`config.mk`:
```
export PLATFORM = sky130hd
export DESIGN_NAME = twdc_top
export DESIGN_NICKNAME = d
export VERILOG_FILES = /design/src/design/twdc_pkg.sv /design/src/design/twdc_top.sv
export SDC_FILE = /design/constraint.sdc
export NUM_CORES = 1
export LEC_CHECK = 0
export CORE_UTILIZATION = 45
export DETAILED_ROUTE_END_ITERATION = 12
export DONT_BUFFER_PORTS = 1
export SLEW_MARGIN = 0
export SYNTH_ARGS = -nofsm -noshare
export SYNTH_HDL_FRONTEND = slang
export SYNTH_SLANG_ARGS = --single-unit
```
`constraint.sdc`:
```
create_clock -name sys_clk -period 2.44 [get_ports sys_clk]
set_input_delay 0.244 -clock sys_clk [delete_from_list [all_inputs] [get_ports sys_clk]]
set_output_delay 0.244 -clock sys_clk [all_outputs]
set_load 0.01 [all_outputs]
```
`src/design/twdc_pkg.sv`:
```
// Constants for the two-wire run and direction decoder.
// Assumes a 32-bit Avalon-MM slave port addressed by bytes.
package twdc_pkg;
    localparam logic [4:0] TWDC_OFS_CMD_SRC = 5'h00;
    localparam logic [4:0] TWDC_OFS_WIRE = 5'h04;
    localparam logic [4:0] TWDC_OFS_STATUS = 5'h08;
    localparam logic [4:0] TWDC_OFS_FN0 = 5'h10;
    localparam logic [4:0] TWDC_OFS_STEP = 5'h04;
    localparam logic [7:0] TWDC_CMD_SRC_RST = 8'h02;
    localparam logic [7:0] TWDC_WIRE_RST = 8'h00;
    localparam logic [31:0] TWDC_FN_RST = 32'h0000_0C01;
    localparam logic [7:0] TWDC_SRC_DIN = 8'h02;
    localparam logic [7:0] TWDC_WIRE_TWO = 8'h00;
    localparam logic [7:0] TWDC_FN_RUN = 8'h01;
    localparam logic [7:0] TWDC_FN_CCW = 8'h02;
    localparam logic [7:0] TWDC_FN_REV = 8'h0C;
    localparam int TWDC_NUM_DIN = 4;
    localparam int TWDC_ST_POS = 4;
    localparam int TWDC_DIN_POS = 8;
    localparam int TWDC_M2_POS = 12;
    localparam int TWDC_FIRST_POS = 13;
    typedef enum logic [3:0]
    {
        TWDC_IDLE = 4'h1,
        TWDC_CW = 4'h2,
        TWDC_CCW = 4'h4,
        TWDC_STOP = 4'h8
    } twdc_state_t;
endpackage

```
`src/design/twdc_top.sv`:
```
// Two-wire run and direction decoder with Avalon-MM registers.
// Assumes din comes from plant pins; at_zero_hz comes from the
// ramp path on sys_clk.
// Function
// - Command source 2 makes the digital inputs the command source.
// - Wire method 0 selects two-wire; input functions pick method 1 or 2.
// - Method 1: run low gives ramp stop, reverse ignored.
// - Method 1: run high runs to setpoint, inverted when reverse high.
// - First input defaults to function 1, run or clockwise run.
// - Function 12 makes an input the method 1 reverse command.
// - Function 2 makes an input the method 2 counter-clockwise run.
// - Any function may be given to any digital input.
// - Method 2: CW runs, CCW runs inverted, neither gives ramp stop.
// - Method 2: direction change only after ramp stop reaches 0 Hz.
// - Method 2: both high, the first active command keeps control.
// - Clockwise request gives a clockwise output phase sequence; no phase output here, clockwise only keeps setpoint_invert low.
//
// Chosen here: the Avalon-MM slave port and the address map.
`timescale 1ns/1ns
`default_nettype none
module twdc_top
    import twdc_pkg::*;
(
    input wire logic sys_clk,
    input wire logic arst_n,
    input wire logic [4:0] avs_address,
    input wire logic avs_read,
    input wire logic avs_write,
    input wire logic [31:0] avs_writedata,
    output logic [31:0] avs_readdata,
    output logic avs_waitrequest,
    input wire logic [3:0] din,
    input wire logic at_zero_hz,
    output logic run_req,
    output logic setpoint_invert,
    output logic ramp_stop,
    output logic cmd_active
);
    logic [7:0] cmd_src_r;
    logic [7:0] wire_r;
    logic [7:0] fn_r [TWDC_NUM_DIN];
    logic [3:0] din_s1_r;
    logic [3:0] din_s2_r;
    logic wait_r;
    logic [31:0] rdata_r;
    logic run_req_r;
    logic run_req_nxt;
    logic inv_r;
    logic inv_nxt;
    logic stop_r;
    logic stop_nxt;
    logic act_r;
    logic first_ccw_r;
    logic first_ccw_nxt;
    twdc_state_t state_r;
    twdc_state_t state_nxt;

    wire wr_take;
    wire rd_load;
    wire [3:0] is_run;
    wire [3:0] is_ccw;
    wire [3:0] is_rev;
    wire [3:0] fn_wr;
    wire [31:0] fn_rd [TWDC_NUM_DIN];
    wire [31:0] status_word;
    wire [31:0] rd_data;
    wire active;
    wire method2;
    wire m2_on;
    wire cmd_run;
    wire cmd_ccw;
    wire cmd_rev;
    wire cw_only;
    wire ccw_only;
    wire both_on;

    // Bus handshake: one wait cycle, then answer
    assign wr_take = avs_write && !wait_r;
    assign rd_load = avs_read && wait_r;

    // Per-input function decode and register write select
    genvar gi;
    generate
        for (gi = 0; gi < TWDC_NUM_DIN; gi++)
        begin : g_din
            localparam logic [4:0] OFS = TWDC_OFS_FN0 + 5'(gi) * TWDC_OFS_STEP;
            assign is_run[gi] = (fn_r[gi] == TWDC_FN_RUN);
            assign is_ccw[gi] = (fn_r[gi] == TWDC_FN_CCW);
            assign is_rev[gi] = (fn_r[gi] == TWDC_FN_REV);
            assign fn_wr[gi] = wr_take && (avs_address == OFS);
            assign fn_rd[gi] = (avs_address == OFS) ? {24'h0, fn_r[gi]} : 32'h0;
            always_ff @(posedge sys_clk or negedge arst_n)
            begin
                if (!arst_n)
                    fn_r[gi] <= TWDC_FN_RST[gi*8 +: 8];
                else if (fn_wr[gi])
                    fn_r[gi] <= avs_writedata[7:0];
            end
        end
    endgenerate

    assign status_word = {18'h0, first_ccw_r, method2, din_s2_r,
                          state_r, act_r, stop_r, inv_r, run_req_r};
    assign rd_data =
        (avs_address == TWDC_OFS_CMD_SRC) ? {24'h0, cmd_src_r} :
        (avs_address == TWDC_OFS_WIRE) ? {24'h0, wire_r} :
        (avs_address == TWDC_OFS_STATUS) ? status_word :
        (fn_rd[0] | fn_rd[1] | fn_rd[2] | fn_rd[3]);

    // Command selection
    assign active = (cmd_src_r == TWDC_SRC_DIN) && (wire_r == TWDC_WIRE_TWO);
    assign method2 = |is_ccw;
    assign m2_on = active && method2;
    assign cmd_run = |(din_s2_r & is_run);
    assign cmd_ccw = |(din_s2_r & is_ccw);
    assign cmd_rev = |(din_s2_r & is_rev);
    assign cw_only = cmd_run && !cmd_ccw;
    assign ccw_only = cmd_ccw && !cmd_run;
    assign both_on = cmd_run && cmd_ccw;

    always_ff @(posedge sys_clk or negedge arst_n)
    begin
        if (!arst_n)
        begin
            din_s1_r <= 4'h0;
            din_s2_r <= 4'h0;
        end
        else
        begin
            din_s1_r <= din;
            din_s2_r <= din_s1_r;
        end
    end

    always_ff @(posedge sys_clk or negedge arst_n)
    begin
        if (!arst_n)
        begin
            wait_r <= 1'b1;
            rdata_r <= 32'h0;
        end
        else
        begin
            wait_r <= !((avs_read || avs_write) && wait_r);
            if (rd_load)
                rdata_r <= rd_data;
        end
    end

    always_ff @(posedge sys_clk or negedge arst_n)
    begin
        if (!arst_n)
        begin
            cmd_src_r <= TWDC_CMD_SRC_RST;
            wire_r <= TWDC_WIRE_RST;
        end
        else if (wr_take)
        begin
            if (avs_address == TWDC_OFS_CMD_SRC)
                cmd_src_r <= avs_writedata[7:0];
            if (avs_address == TWDC_OFS_WIRE)
                wire_r <= avs_writedata[7:0];
        end
    end

    // First-active tracking for both-high case
    always_comb
    begin
        first_ccw_nxt = first_ccw_r;
        if (cw_only)
            first_ccw_nxt = 1'b0;
        else if (ccw_only)
            first_ccw_nxt = 1'b1;
    end

    // Method 2 direction state machine
    always_comb
    begin
        state_nxt = state_r;
        if (!m2_on)
            state_nxt = TWDC_IDLE;
        else
        begin
            case (state_r)
                TWDC_IDLE:
                begin
                    if (cw_only)
                        state_nxt = TWDC_CW;
                    else if (ccw_only)
                        state_nxt = TWDC_CCW;
                    else if (both_on)
                        state_nxt = first_ccw_r ? TWDC_CCW : TWDC_CW;
                end
                TWDC_CW:
                begin
                    if (!cmd_run)
                        state_nxt = TWDC_STOP;
                end
                TWDC_CCW:
                begin
                    if (!cmd_ccw)
                        state_nxt = TWDC_STOP;
                end
                TWDC_STOP:
                begin
                    if (at_zero_hz)
                        state_nxt = TWDC_IDLE;
                end
                default:
                    state_nxt = TWDC_IDLE;
            endcase
        end
    end

    // Requests to the ramp and setpoint path
    always_comb
    begin
        run_req_nxt = 1'b0;
        inv_nxt = 1'b0;
        stop_nxt = 1'b0;
        if (active && !method2)
        begin
            run_req_nxt = cmd_run;
            inv_nxt = cmd_run && cmd_rev;
            stop_nxt = !cmd_run;
        end
        else if (m2_on)
        begin
            case (state_nxt)
                TWDC_CW:
                    run_req_nxt = 1'b1;
                TWDC_CCW:
                begin
                    run_req_nxt = 1'b1;
                    inv_nxt = 1'b1;
                end
                TWDC_STOP:
                begin
                    inv_nxt = inv_r;
                    stop_nxt = 1'b1;
                end
                default:
                    stop_nxt = 1'b1;
            endcase
        end
    end

    always_ff @(posedge sys_clk or negedge arst_n)
    begin
        if (!arst_n)
        begin
            state_r <= TWDC_IDLE;
            first_ccw_r <= 1'b0;
            run_req_r <= 1'b0;
            inv_r <= 1'b0;
            stop_r <= 1'b0;
            act_r <= 1'b0;
        end
        else
        begin
            state_r <= state_nxt;
            first_ccw_r <= first_ccw_nxt;
            run_req_r <= run_req_nxt;
            inv_r <= inv_nxt;
            stop_r <= stop_nxt;
            act_r <= active;
        end
    end

    assign avs_readdata = rdata_r;
    assign avs_waitrequest = wait_r;
    assign run_req = run_req_r;
    assign setpoint_invert = inv_r;
    assign ramp_stop = stop_r;
    assign cmd_active = act_r;
endmodule
`default_nettype wire

```
==> results of run 1 <==
metrics by stage:
step / TNS [ns] / power (mW) / setup WS [ns]
5_1_grt: -0.484 / 3.38 / -0.216
3_5_place_dp: -0.159 / 2.20 / -0.0963
4_1_cts: -0.111 / 3.21 / -0.0745
2_1_floorplan: 0 / 2.04 / 0.126
3_3_place_gp: -0.109 / 2.18 / -0.0720
6_report: -0.0536 / 3.21 / -0.0487
worst max-delay path by stage:
stage                   startpoint                end  cells after the start
2_1_floorplan  fn_r[4]$_DFFE_PN0P_  run_req$_DFF_PN0_                     10
3_5_place_dp   fn_r[5]$_DFFE_PN0P_  run_req$_DFF_PN0_                     10
6_report       fn_r[5]$_DFFE_PN0P_  run_req$_DFF_PN0_                     12
5_1_grt        fn_r[5]$_DFFE_PN0P_  run_req$_DFF_PN0_                     11
4_1_cts        fn_r[6]$_DFFE_PN0P_  run_req$_DFF_PN0_                     11
3_3_place_gp   fn_r[4]$_DFFE_PN0P_  run_req$_DFF_PN0_                     10
Yosys cell counts (all sizes together):
library cell	n
ha	3
and4	1
o31ai	3
nor2	30
buf	22
or3	1
dfstp	6
nand2	30
a221oi	8
nand4	11
o22a	1
o2111ai	1
clkbuf	6
o21ai	17
xor2	1
a2111oi	1
o32ai	1
and2	2
a21oi	3
dfrtp	74
mux2	48
nand4b	1
conb	1
mux4	8
nor3b	1
a22o	1
inv	5
nor4b	3
or4b	1
nand3	4
nor4	7
a2bb2oi	1
nor3	3
o21a	2
nand2b	3
nor2b	11
a21o	1
and3	1
o21bai	1
mux2i	8
and3b	2
critical path, stage by stage, from the launching register on:
cell and delay [ns]:
dfrtp_1 0.43, nor4_4 0.25, buf_4 0.17, buf_4 0.11
nand4_1 0.11, nand4_2 0.18, inv_2 0.06, ha_1 0.21
nor2_1 0.10, nor2_1 0.05, o22a_1 0.25, a2111oi_4 0.35
o21bai_1 0.17
layout by cell type (no fill, tap or decap), types with 3 or more instances in the layout:
cell type,instances
dfrtp_1,74
mux2_2,48
nand2_1,30
nor2_1,29
buf_4,19
conb_1,18
o21ai_0,17
nor2b_1,11
nand4_1,10
clkbuf_8,9
mux2i_1,8
a221oi_1,8
mux4_2,7
dlygate4sd3_1,7
dfstp_2,6
inv_1,4
nand3_1,4
nor4_2,3
nor4_1,3
nor4b_1,3
nand2b_1,3
o31ai_1,3
clkinv_2,3
logic make-up after synthesis:
family / synth area share
compound gates: 0.0758
xor+xnor: 0.00219
fa+ha+maj: 0.00940
buf+inv: 0.0507
flops: 0.503
mux: 0.201
other cells: 0.000939
simple gates: 0.156
per-layer routing:
| layer | part of all wire | global-route usage | up-vias |
|---|---|---|---|
| li1 | - | - | 1239 |
| met1 | 0.46 | 0.282 | 1314 |
| met2 | 0.46 | 0.302 | 79 |
| met3 | 0.055 | 0.0419 | 15 |
| met4 | 0.021 | 0.0784 | 0 |
| met5 | 0 | 0 | - |
area by class of cell:
class / instances / area, sq um / area share
flip-flops and latches: 80 / 2010 / 0.449
multi-input cells: 239 / 1880 / 0.421
repair buffers: 27 / 240 / 0.0537
well taps: 108 / 135 / 0.0302
clock buffers: 10 / 128 / 0.0285
clock inverters: 6 / 60.1 / 0.0134
inverters: 5 / 18.8 / 0.00419
power groups by stage:
| stage | clock, mW | combinational [mW] | sequential, mW |
|---|---|---|---|
| global placement | 0 | 0.514 | 1.67 |
| finish | 0.952 | 0.613 | 1.65 |
| global route | 1.04 | 0.677 | 1.67 |
| CTS | 0.975 | 0.595 | 1.64 |
| detailed placement | 0 | 0.530 | 1.67 |
| floorplan | 0 | 0.416 | 1.62 |
state kept, by name, indices dropped and copies added (netlist names):
register,count
cmd_active,1
state_r,4
cmd_src_r,8
avs_waitrequest,1
din_s1_r,4
setpoint_invert,1
din_s2_r,4
fn_r,32
wire_r,8
run_req,1
avs_readdata,14
first_ccw_r,1
ramp_stop,1
timing repair:
action / in CTS / in global routing
endpoints found under the hold margin: 85 / 0
setup endpoints to repair: 2 / 3
setup buffers: 1 / 3
gates resized for setup: 2 / 4
cloned: 0 / 0
pin swaps: 2 / 4
hold buffers: 8 / 0
==> impl_metrics.ini, run 1 <==
[timing]
slew_headroom = 0.586
hold_ws_ns = 0.0358
max_freq_mhz = 402
period_share = 1.02
fin_ws_ns = -0.0487
worstMarginPinSlew_ns = 0.612
setup_violations = 2
min_period_ns = 2.49
rsz0062_at_grt = true
fin_worst_skew_ns = 0.00817
drv_slew = 0
hold_viol = 0

[final_layout]
drive_above_1_share = 0.305
final_area_sq_mm = 0.00448
nNetsFinal = 411
syn_to_final_growth_pct = 12.1
n_fill_cell = 764
diodes = 0
fin_util = 0.518
finalNonFillerCells = 475

[route]
wl_mm = 8.75
antenna_left = 0
drc = 0
drt_iter0_markers = 135
viasPerCell = 5.57
wl_per_cell_um = 18.4
vias = 2647
dr.pass1.iters = 4

[min_path]
min_from = avs_writedata[0]
min_to = cmd_src_r[0]$_DFFE_PN0P_
whs_path_depth = 1
worstHoldPathType = primary input to flip-flop

[setup_path]
reg2reg_slack_ns = -0.05
critPathLaunchType = flip-flop
cp.required_ns = 2.71
reg2reg_from = fn_r[5]$_DFFE_PN0P_
criticalPathCategory = flip-flop to flip-flop
worstPathMaxFanout = 4
worstPathArrival_ns = 2.76
r2r_end = run_req$_DFF_PN0_
crit_path_end_kind = flip-flop
reg2regPathDepth = 12

[place]
dp.cells = 447
io_buffers = 0
place_area_sq_mm = 0.00412
hpwl_mm = 6.28
gp_congestion = 0.811

[power_and_ir_drop]
switching_share = 0.288
p_comb_frac = 0.191
powerDensity_mw_per_mm2 = 717
p_clk_frac = 0.296
power.share.sequential = 0.513
leakage_nw = 2.01
internal_power_mw = 2.29
switchingPower_uw = 925
irDropWorstVdd_uv = 255

[die]
die_h_um = 96.2
core-area_sq_mm = 0.00864
start_util = 0.462
dieArea_sq_mm = 0.00926
die_w_um = 96.2
io_pins = 83
rows = 34

[grt]
grt_overflow = 0
grt_max_degree = 81
grt_usage = 0.200
grt_first_pass_wirelength_mm = 13.4
grt_pass1_vias = 2544
antenna_found_initial = 0

[synthesis]
ys_types = 50
synthCells = 335
ys_ff_latch = 80
synth_top_area_share = 0.464
synth_area_sq_mm = 0.00399
synthTopCellsByArea = dfrtp_1, mux2_2, dfstp_2
ys_seq_area_frac = 0.503
yosys.area.top_type = dfrtp_1
yosys_warnings = 0
avgSynthCellArea_sq_um = 11.9

[clock_tree]
htreeDepth = 3
cts_inserted_buffers = 9
cts_tree = done
clock_sinks = 80
insertion_delay_ns = 0.35
path_clk_slew_ns = 0.09
cts_root_buffer = clkbuf_8
clock_path_buffers = 2

[outcome]
outcome = complete, but fails checks
violations = setup timing

[run]
maxCapViolCount = 0
Power figures use the tool's default switching activity.
==> inputs of run 2 (changes only) <==
CORE_ASPECT_RATIO = 1.5   (was not set)
clock period = 2.2 ns   (was 2.44 ns; I/O delays follow)
==> run 2 against run 1 <==
The flow still finishes with violations (setup timing). Setup slack worse by 0.20 ns. Clock-buffer cell count did not move. Wire length rose by 9.4%. Cell count rose by 4.8%. Die area about the same. First-iteration DRC count rose by 88%. Core utilization increased by 5.1 points. Register-to-register slack got worse by 0.20 ns. Sequential share of layout area is 3.5 points lower. Largest cell class unchanged. Largest power group unchanged.
==> impl_metrics.ini, run 2 (synthesis gave the netlist of run 1 again) <==
[clock_tree]
insertion_delay_ns = 0.34
clock_sinks = 80
clock_path_buffers = 2
cts_inserted_buffers = 9
htreeDepth = 3
path_clk_slew_ns = 0.06
cts_tree = done
cts_root_buffer = clkbuf_16

[final_layout]
final_cell_mix = dfrtp_1, mux2_2, buf_4, nand2_1, nor2_1
syn_to_final_growth_pct = 21.4
drive_above_1_share = 0.373
fin_util = 0.569
top_register = fn_r
nNetsFinal = 435
mostFrequentLayoutCell = dfrtp_1
largest_reg_flops = 32
diodes = 0

[timing]
drv_slew = 0
rsz0062_at_grt = true
slew_headroom = 0.520
min_period_ns = 2.45
period_share = 1.11
fin_ws_ns = -0.252
hold_ws_ns = 0.0204
setup_violations = 5
worstMarginPinSlew_ns = 0.710
fin_tns_setup_ns = -0.828
max_freq_mhz = 408
fin_worst_skew_ns = 0.00518
hold_viol = 0

[die]
dieArea_sq_mm = 0.00926
rows = 41
core-area_sq_mm = 0.00852
die_h_um = 117
io_pins = 83
start_util = 0.469
die_w_um = 78.9

[setup_path]
criticalPathCategory = flip-flop to flip-flop
reg2regPathDepth = 11
critPathLaunchType = flip-flop
cp.required_ns = 2.47
crit_path_end_kind = flip-flop
worstPathArrival_ns = 2.72
r2r_end = run_req$_DFF_PN0_
reg2reg_from = fn_r[4]$_DFFE_PN0P_
reg2reg_slack_ns = -0.25
worstPathMaxFanout = 4

[min_path]
min_to = fn_r[21]$_DFFE_PN0P_
min_from = avs_writedata[5]
worstHoldPathType = primary input to flip-flop
whs_path_depth = 1

[power_and_ir_drop]
powerDensity_mw_per_mm2 = 862
irDropWorstVdd_uv = 475
leakage_nw = 2.21

[route]
drc = 0
drt_iter0_markers = 254
antenna_left = 0
viasPerCell = 5.59
dr.pass1.iters = 4
wl_per_cell_um = 19.2
vias = 2785
wl_mm = 9.57

[place]
gp_congestion = 0.883
hpwl_mm = 6.92
io_buffers = 0

[grt]
use_met1 = 0.265
grt_max_degree = 81
grt_overflow = 0
grt_first_pass_wirelength_mm = 15.2
global_route.usage.met2 = 0.357
grt.busiest_layer = met2
grt_pass1_vias = 2934
grt_use_met3 = 0.0638
grt_usage = 0.224
antenna_found_initial = 0

[outcome]
violations = setup timing
outcome = complete, but fails checks

[run]
maxCapViolCount = 0
-- run 2: changes by cell type in the layout (fill, tap and decap cells not counted), sizes merged --
cell	previous run	this run
clkinv	3	2
inv	5	6
buf	20	44
-- run 2: layout make-up --
type	instances	area [sq um]
Fill cell	722	3670
Sequential cell	80	2010
Multi-Input combinational cell	239	1950
Timing Repair Buffer	51	428
Clock buffer	10	239
Tap cell	107	134
Clock inverter	6	67.6
Inverter	5	18.8
-- run 2: worst max-delay path by stage --
stage                         startpoint                 to  slack [ns]
floorplan            fn_r[4]$_DFFE_PN0P_  run_req$_DFF_PN0_       -0.09
global placement    fn_r[21]$_DFFE_PN0P_  run_req$_DFF_PN0_       -0.18
detailed placement   fn_r[4]$_DFFE_PN0P_  run_req$_DFF_PN0_       -0.24
CTS                  fn_r[6]$_DFFE_PN0P_  run_req$_DFF_PN0_       -0.24
global route        fn_r[14]$_DFFE_PN0P_  run_req$_DFF_PN0_       -0.39
finish               fn_r[4]$_DFFE_PN0P_  run_req$_DFF_PN0_       -0.25
-- run 2: metal layers --
layer | routed length [um] | up-vias
met5 | 0 | -
met4 | 481 | 0
met3 | 554 | 31
met2 | 4640 | 107
met1 | 3890 | 1362
li1 | - | 1285
-- run 2: through the flow --
step,cell area (sq um),instances,power [mW],setup slack [ns]
2_1_floorplan,4060,352,2.26,-0.0937
3_3_place_gp,4290,468,2.51,-0.182
3_5_place_dp,4290,468,2.53,-0.239
4_1_cts,4780,494,4.16,-0.243
5_1_grt,4850,498,4.38,-0.386
6_report,4850,498,4.18,-0.252
-- run 2: critical path, cell delays in order, from the launching register on --
cell and delay [ns]:
dfrtp_1 0.41, nor4_4 0.37, buf_4 0.18, nand4_1 0.15, nand4_4 0.17, inv_2 0.07
ha_4 0.16, nor2_2 0.11, nor2_2 0.04, o22a_1 0.24, a2111oi_4 0.32, o21bai_1 0.15
-- run 2: power by group --
group | switching [mW] | total [mW] | internal (mW) | leakage (nW)
Combinational | 0.385 | 0.850 | 0.464 | 1.03
Clock | 0.608 | 1.52 | 0.913 | 0.145
Sequential | 0.156 | 1.81 | 1.65 | 1.03
-- run 2: timing repair --
action                     CTS  global route
hold endpoints to repair    85             0
setup endpoints to repair    4             6
gates resized for setup     10            11
pin swaps                    4             7
setup buffers                2             4
hold buffers                 8             0
==> inputs of run 3 (changes only) <==
CELL_PAD_IN_SITES_DETAIL_PLACEMENT = 0   (was not set)
CELL_PAD_IN_SITES_GLOBAL_PLACEMENT = 1   (was not set)
CORE_UTILIZATION = 25   (was 45)
PLACE_DENSITY_LB_ADDON = 0.1   (was not set)
==> run 3 against run 2 <==
Critical path type unchanged. Clock skew increased by 0.0044 ns. Critical endpoint unchanged. Setup slack got worse by 0.0073 ns. Non-clock buffer count increased by 8. The flow still finishes with violations (setup timing). Global-route usage decreased by 7.0 points.
==> impl_metrics.ini, run 3 (synthesis gave the netlist of run 1 again) <==
[timing]
worstMarginPinSlew_ns = 0.634
period_share = 1.12
rsz0062_at_grt = true
max_freq_mhz = 407
fin_worst_skew_ns = 0.00963
fin_ws_ns = -0.259
drv_slew = 0
hold_viol = 0
min_period_ns = 2.46
slew_headroom = 0.572
hold_ws_ns = 0.0266
setup_violations = 4

[setup_path]
r2r_end = run_req$_DFF_PN0_
cp_cell_sequence = nor4_4, buf_4, nand4_1, o2111ai_4, ha_2, nand2b_1, nor2_1, nor2_1, o22a_1, a2111oi_4, o21bai_1
cp.required_ns = 2.47
reg2reg_from = fn_r[20]$_DFFE_PN0P_
worstPathArrival_ns = 2.73
critPathLaunchType = flip-flop
reg2reg_slack_ns = -0.26
critPathSlowestCell = dfrtp_1
crit_path_end_kind = flip-flop
reg2regPathDepth = 11
criticalPathCategory = flip-flop to flip-flop
crit_path_max_incr_delay_ns = 0.42
cp_common_cell = nor2_1
worstPathMaxFanout = 4

[grt]
grt_pass1_vias = 2849
grt_overflow = 0
grt_first_pass_wirelength_mm = 18.2
grt_usage = 0.154
grt_max_degree = 81
antenna_found_initial = 0

[min_path]
whs_path_depth = 1
min_to = fn_r[14]$_DFFE_PN0P_
worstHoldPathType = primary input to flip-flop
min_from = avs_writedata[6]

[final_layout]
drive_above_1_share = 0.361
final_cell_mix = dfrtp_1, buf_4, mux2_2, nor2_1, nand2_1
top_register = fn_r
syn_to_final_growth_pct = 24.2
diodes = 0
fin_util = 0.318
mostFrequentLayoutCell = dfrtp_1
n_fill_cell = 1622
largest_reg_flops = 32
nNetsFinal = 443

[clock_tree]
clock_sinks = 80
cts_tree = done
path_clk_slew_ns = 0.07
htreeDepth = 3
clock_path_buffers = 2
cts_root_buffer = clkbuf_16
insertion_delay_ns = 0.34
cts_inserted_buffers = 9

[route]
wl_mm = 11.7
antenna_left = 0
wl_per_cell_um = 19.5
drt_iter0_markers = 89
drc = 0
vias = 2739
viasPerCell = 4.55
dr.pass1.iters = 4

[die]
start_util = 0.256
die_h_um = 157
dieArea_sq_mm = 0.0165
io_pins = 83
rows = 56
core-area_sq_mm = 0.0156
die_w_um = 105

[power_and_ir_drop]
switching_share = 0.274
internal_power_mw = 3.08
irDropWorstVdd_uv = 334
p_clk_frac = 0.376
leakage_nw = 2.24
p_comb_frac = 0.197
power.share.sequential = 0.427
powerDensity_mw_per_mm2 = 857
switchingPower_mw = 1.17

[place]
gp_congestion = 0.755
io_buffers = 0
hpwl_mm = 8.86

[run]
maxCapViolCount = 0

[outcome]
outcome = complete, but fails checks
violations = setup timing
-- run 3: per-stage QoR --
stage	instances	power, mW	instance area, sq um	setup TNS [ns]	worst slack (ns)
5_1_grt	602	4.46	4960	-1.36	-0.388
2_1_floorplan	352	2.26	4060	-0.151	-0.0937
4_1_cts	600	4.30	4950	-0.874	-0.285
3_5_place_dp	576	2.61	4500	-1.07	-0.360
3_3_place_gp	576	2.61	4500	-0.970	-0.322
6_report	602	4.25	4960	-0.744	-0.259
-- run 3: power by group through the flow --
| stage | logic (mW) | registers (mW) | clock network, mW |
|---|---|---|---|
| after floorplan | 0.462 | 1.80 | 0 |
| after global placement | 0.767 | 1.84 | 0 |
| after detailed placement | 0.772 | 1.84 | 0 |
| after CTS | 0.840 | 1.82 | 1.64 |
| after global routing | 0.918 | 1.84 | 1.70 |
| final | 0.838 | 1.81 | 1.60 |
-- run 3: worst max-delay path by stage --
stage / start / end / cells after the start
5_1_grt: fn_r[6]$_DFFE_PN0P_ / run_req$_DFF_PN0_ / 10
6_report: fn_r[20]$_DFFE_PN0P_ / run_req$_DFF_PN0_ / 11
3_3_place_gp: fn_r[20]$_DFFE_PN0P_ / run_req$_DFF_PN0_ / 11
2_1_floorplan: fn_r[4]$_DFFE_PN0P_ / run_req$_DFF_PN0_ / 10
4_1_cts: fn_r[14]$_DFFE_PN0P_ / run_req$_DFF_PN0_ / 11
3_5_place_dp: fn_r[20]$_DFFE_PN0P_ / run_req$_DFF_PN0_ / 11
-- run 3: area by class of cell --
class                      count  area (sq um)  area share
sequential                    80          2010       0.405
timing repair buffer          59           480      0.0968
clock inverter                 4          51.3      0.0103
clock buffer                  12           267      0.0537
tap                          203           254      0.0512
multi-input combinational    239          1880       0.379
inverter                       5          18.8     0.00378
-- run 3: routing by layer --
metal,routed length [um],up-vias,track usage,part of all wire
li1,-,1304,-,-
met2,6100,61,0.272,0.52
met1,5000,1364,0.183,0.43
met5,0,-,0,0
met4,154,0,0.0503,0.013
met3,458,10,0.0350,0.039
-- run 3: critical path: cells and delay by family, from the launching register on --
kind                     cells  cell delay [ns]
AO/OA/AOI/OAI                4             0.88
buffers and inverters        1             0.18
adder cells (fa/ha/maj)      1             0.22
AND/OR/NAND/NOR              5             0.68
flip-flops                   1             0.42
-- run 3: repair_timing --
item,4_1_cts,5_1_grt
hold endpoints to repair,85,0
endpoints found under the setup margin,5,6
buffers inserted,0,2
hold buffers,8,0
resized for setup,5,0
pin swaps,5,2
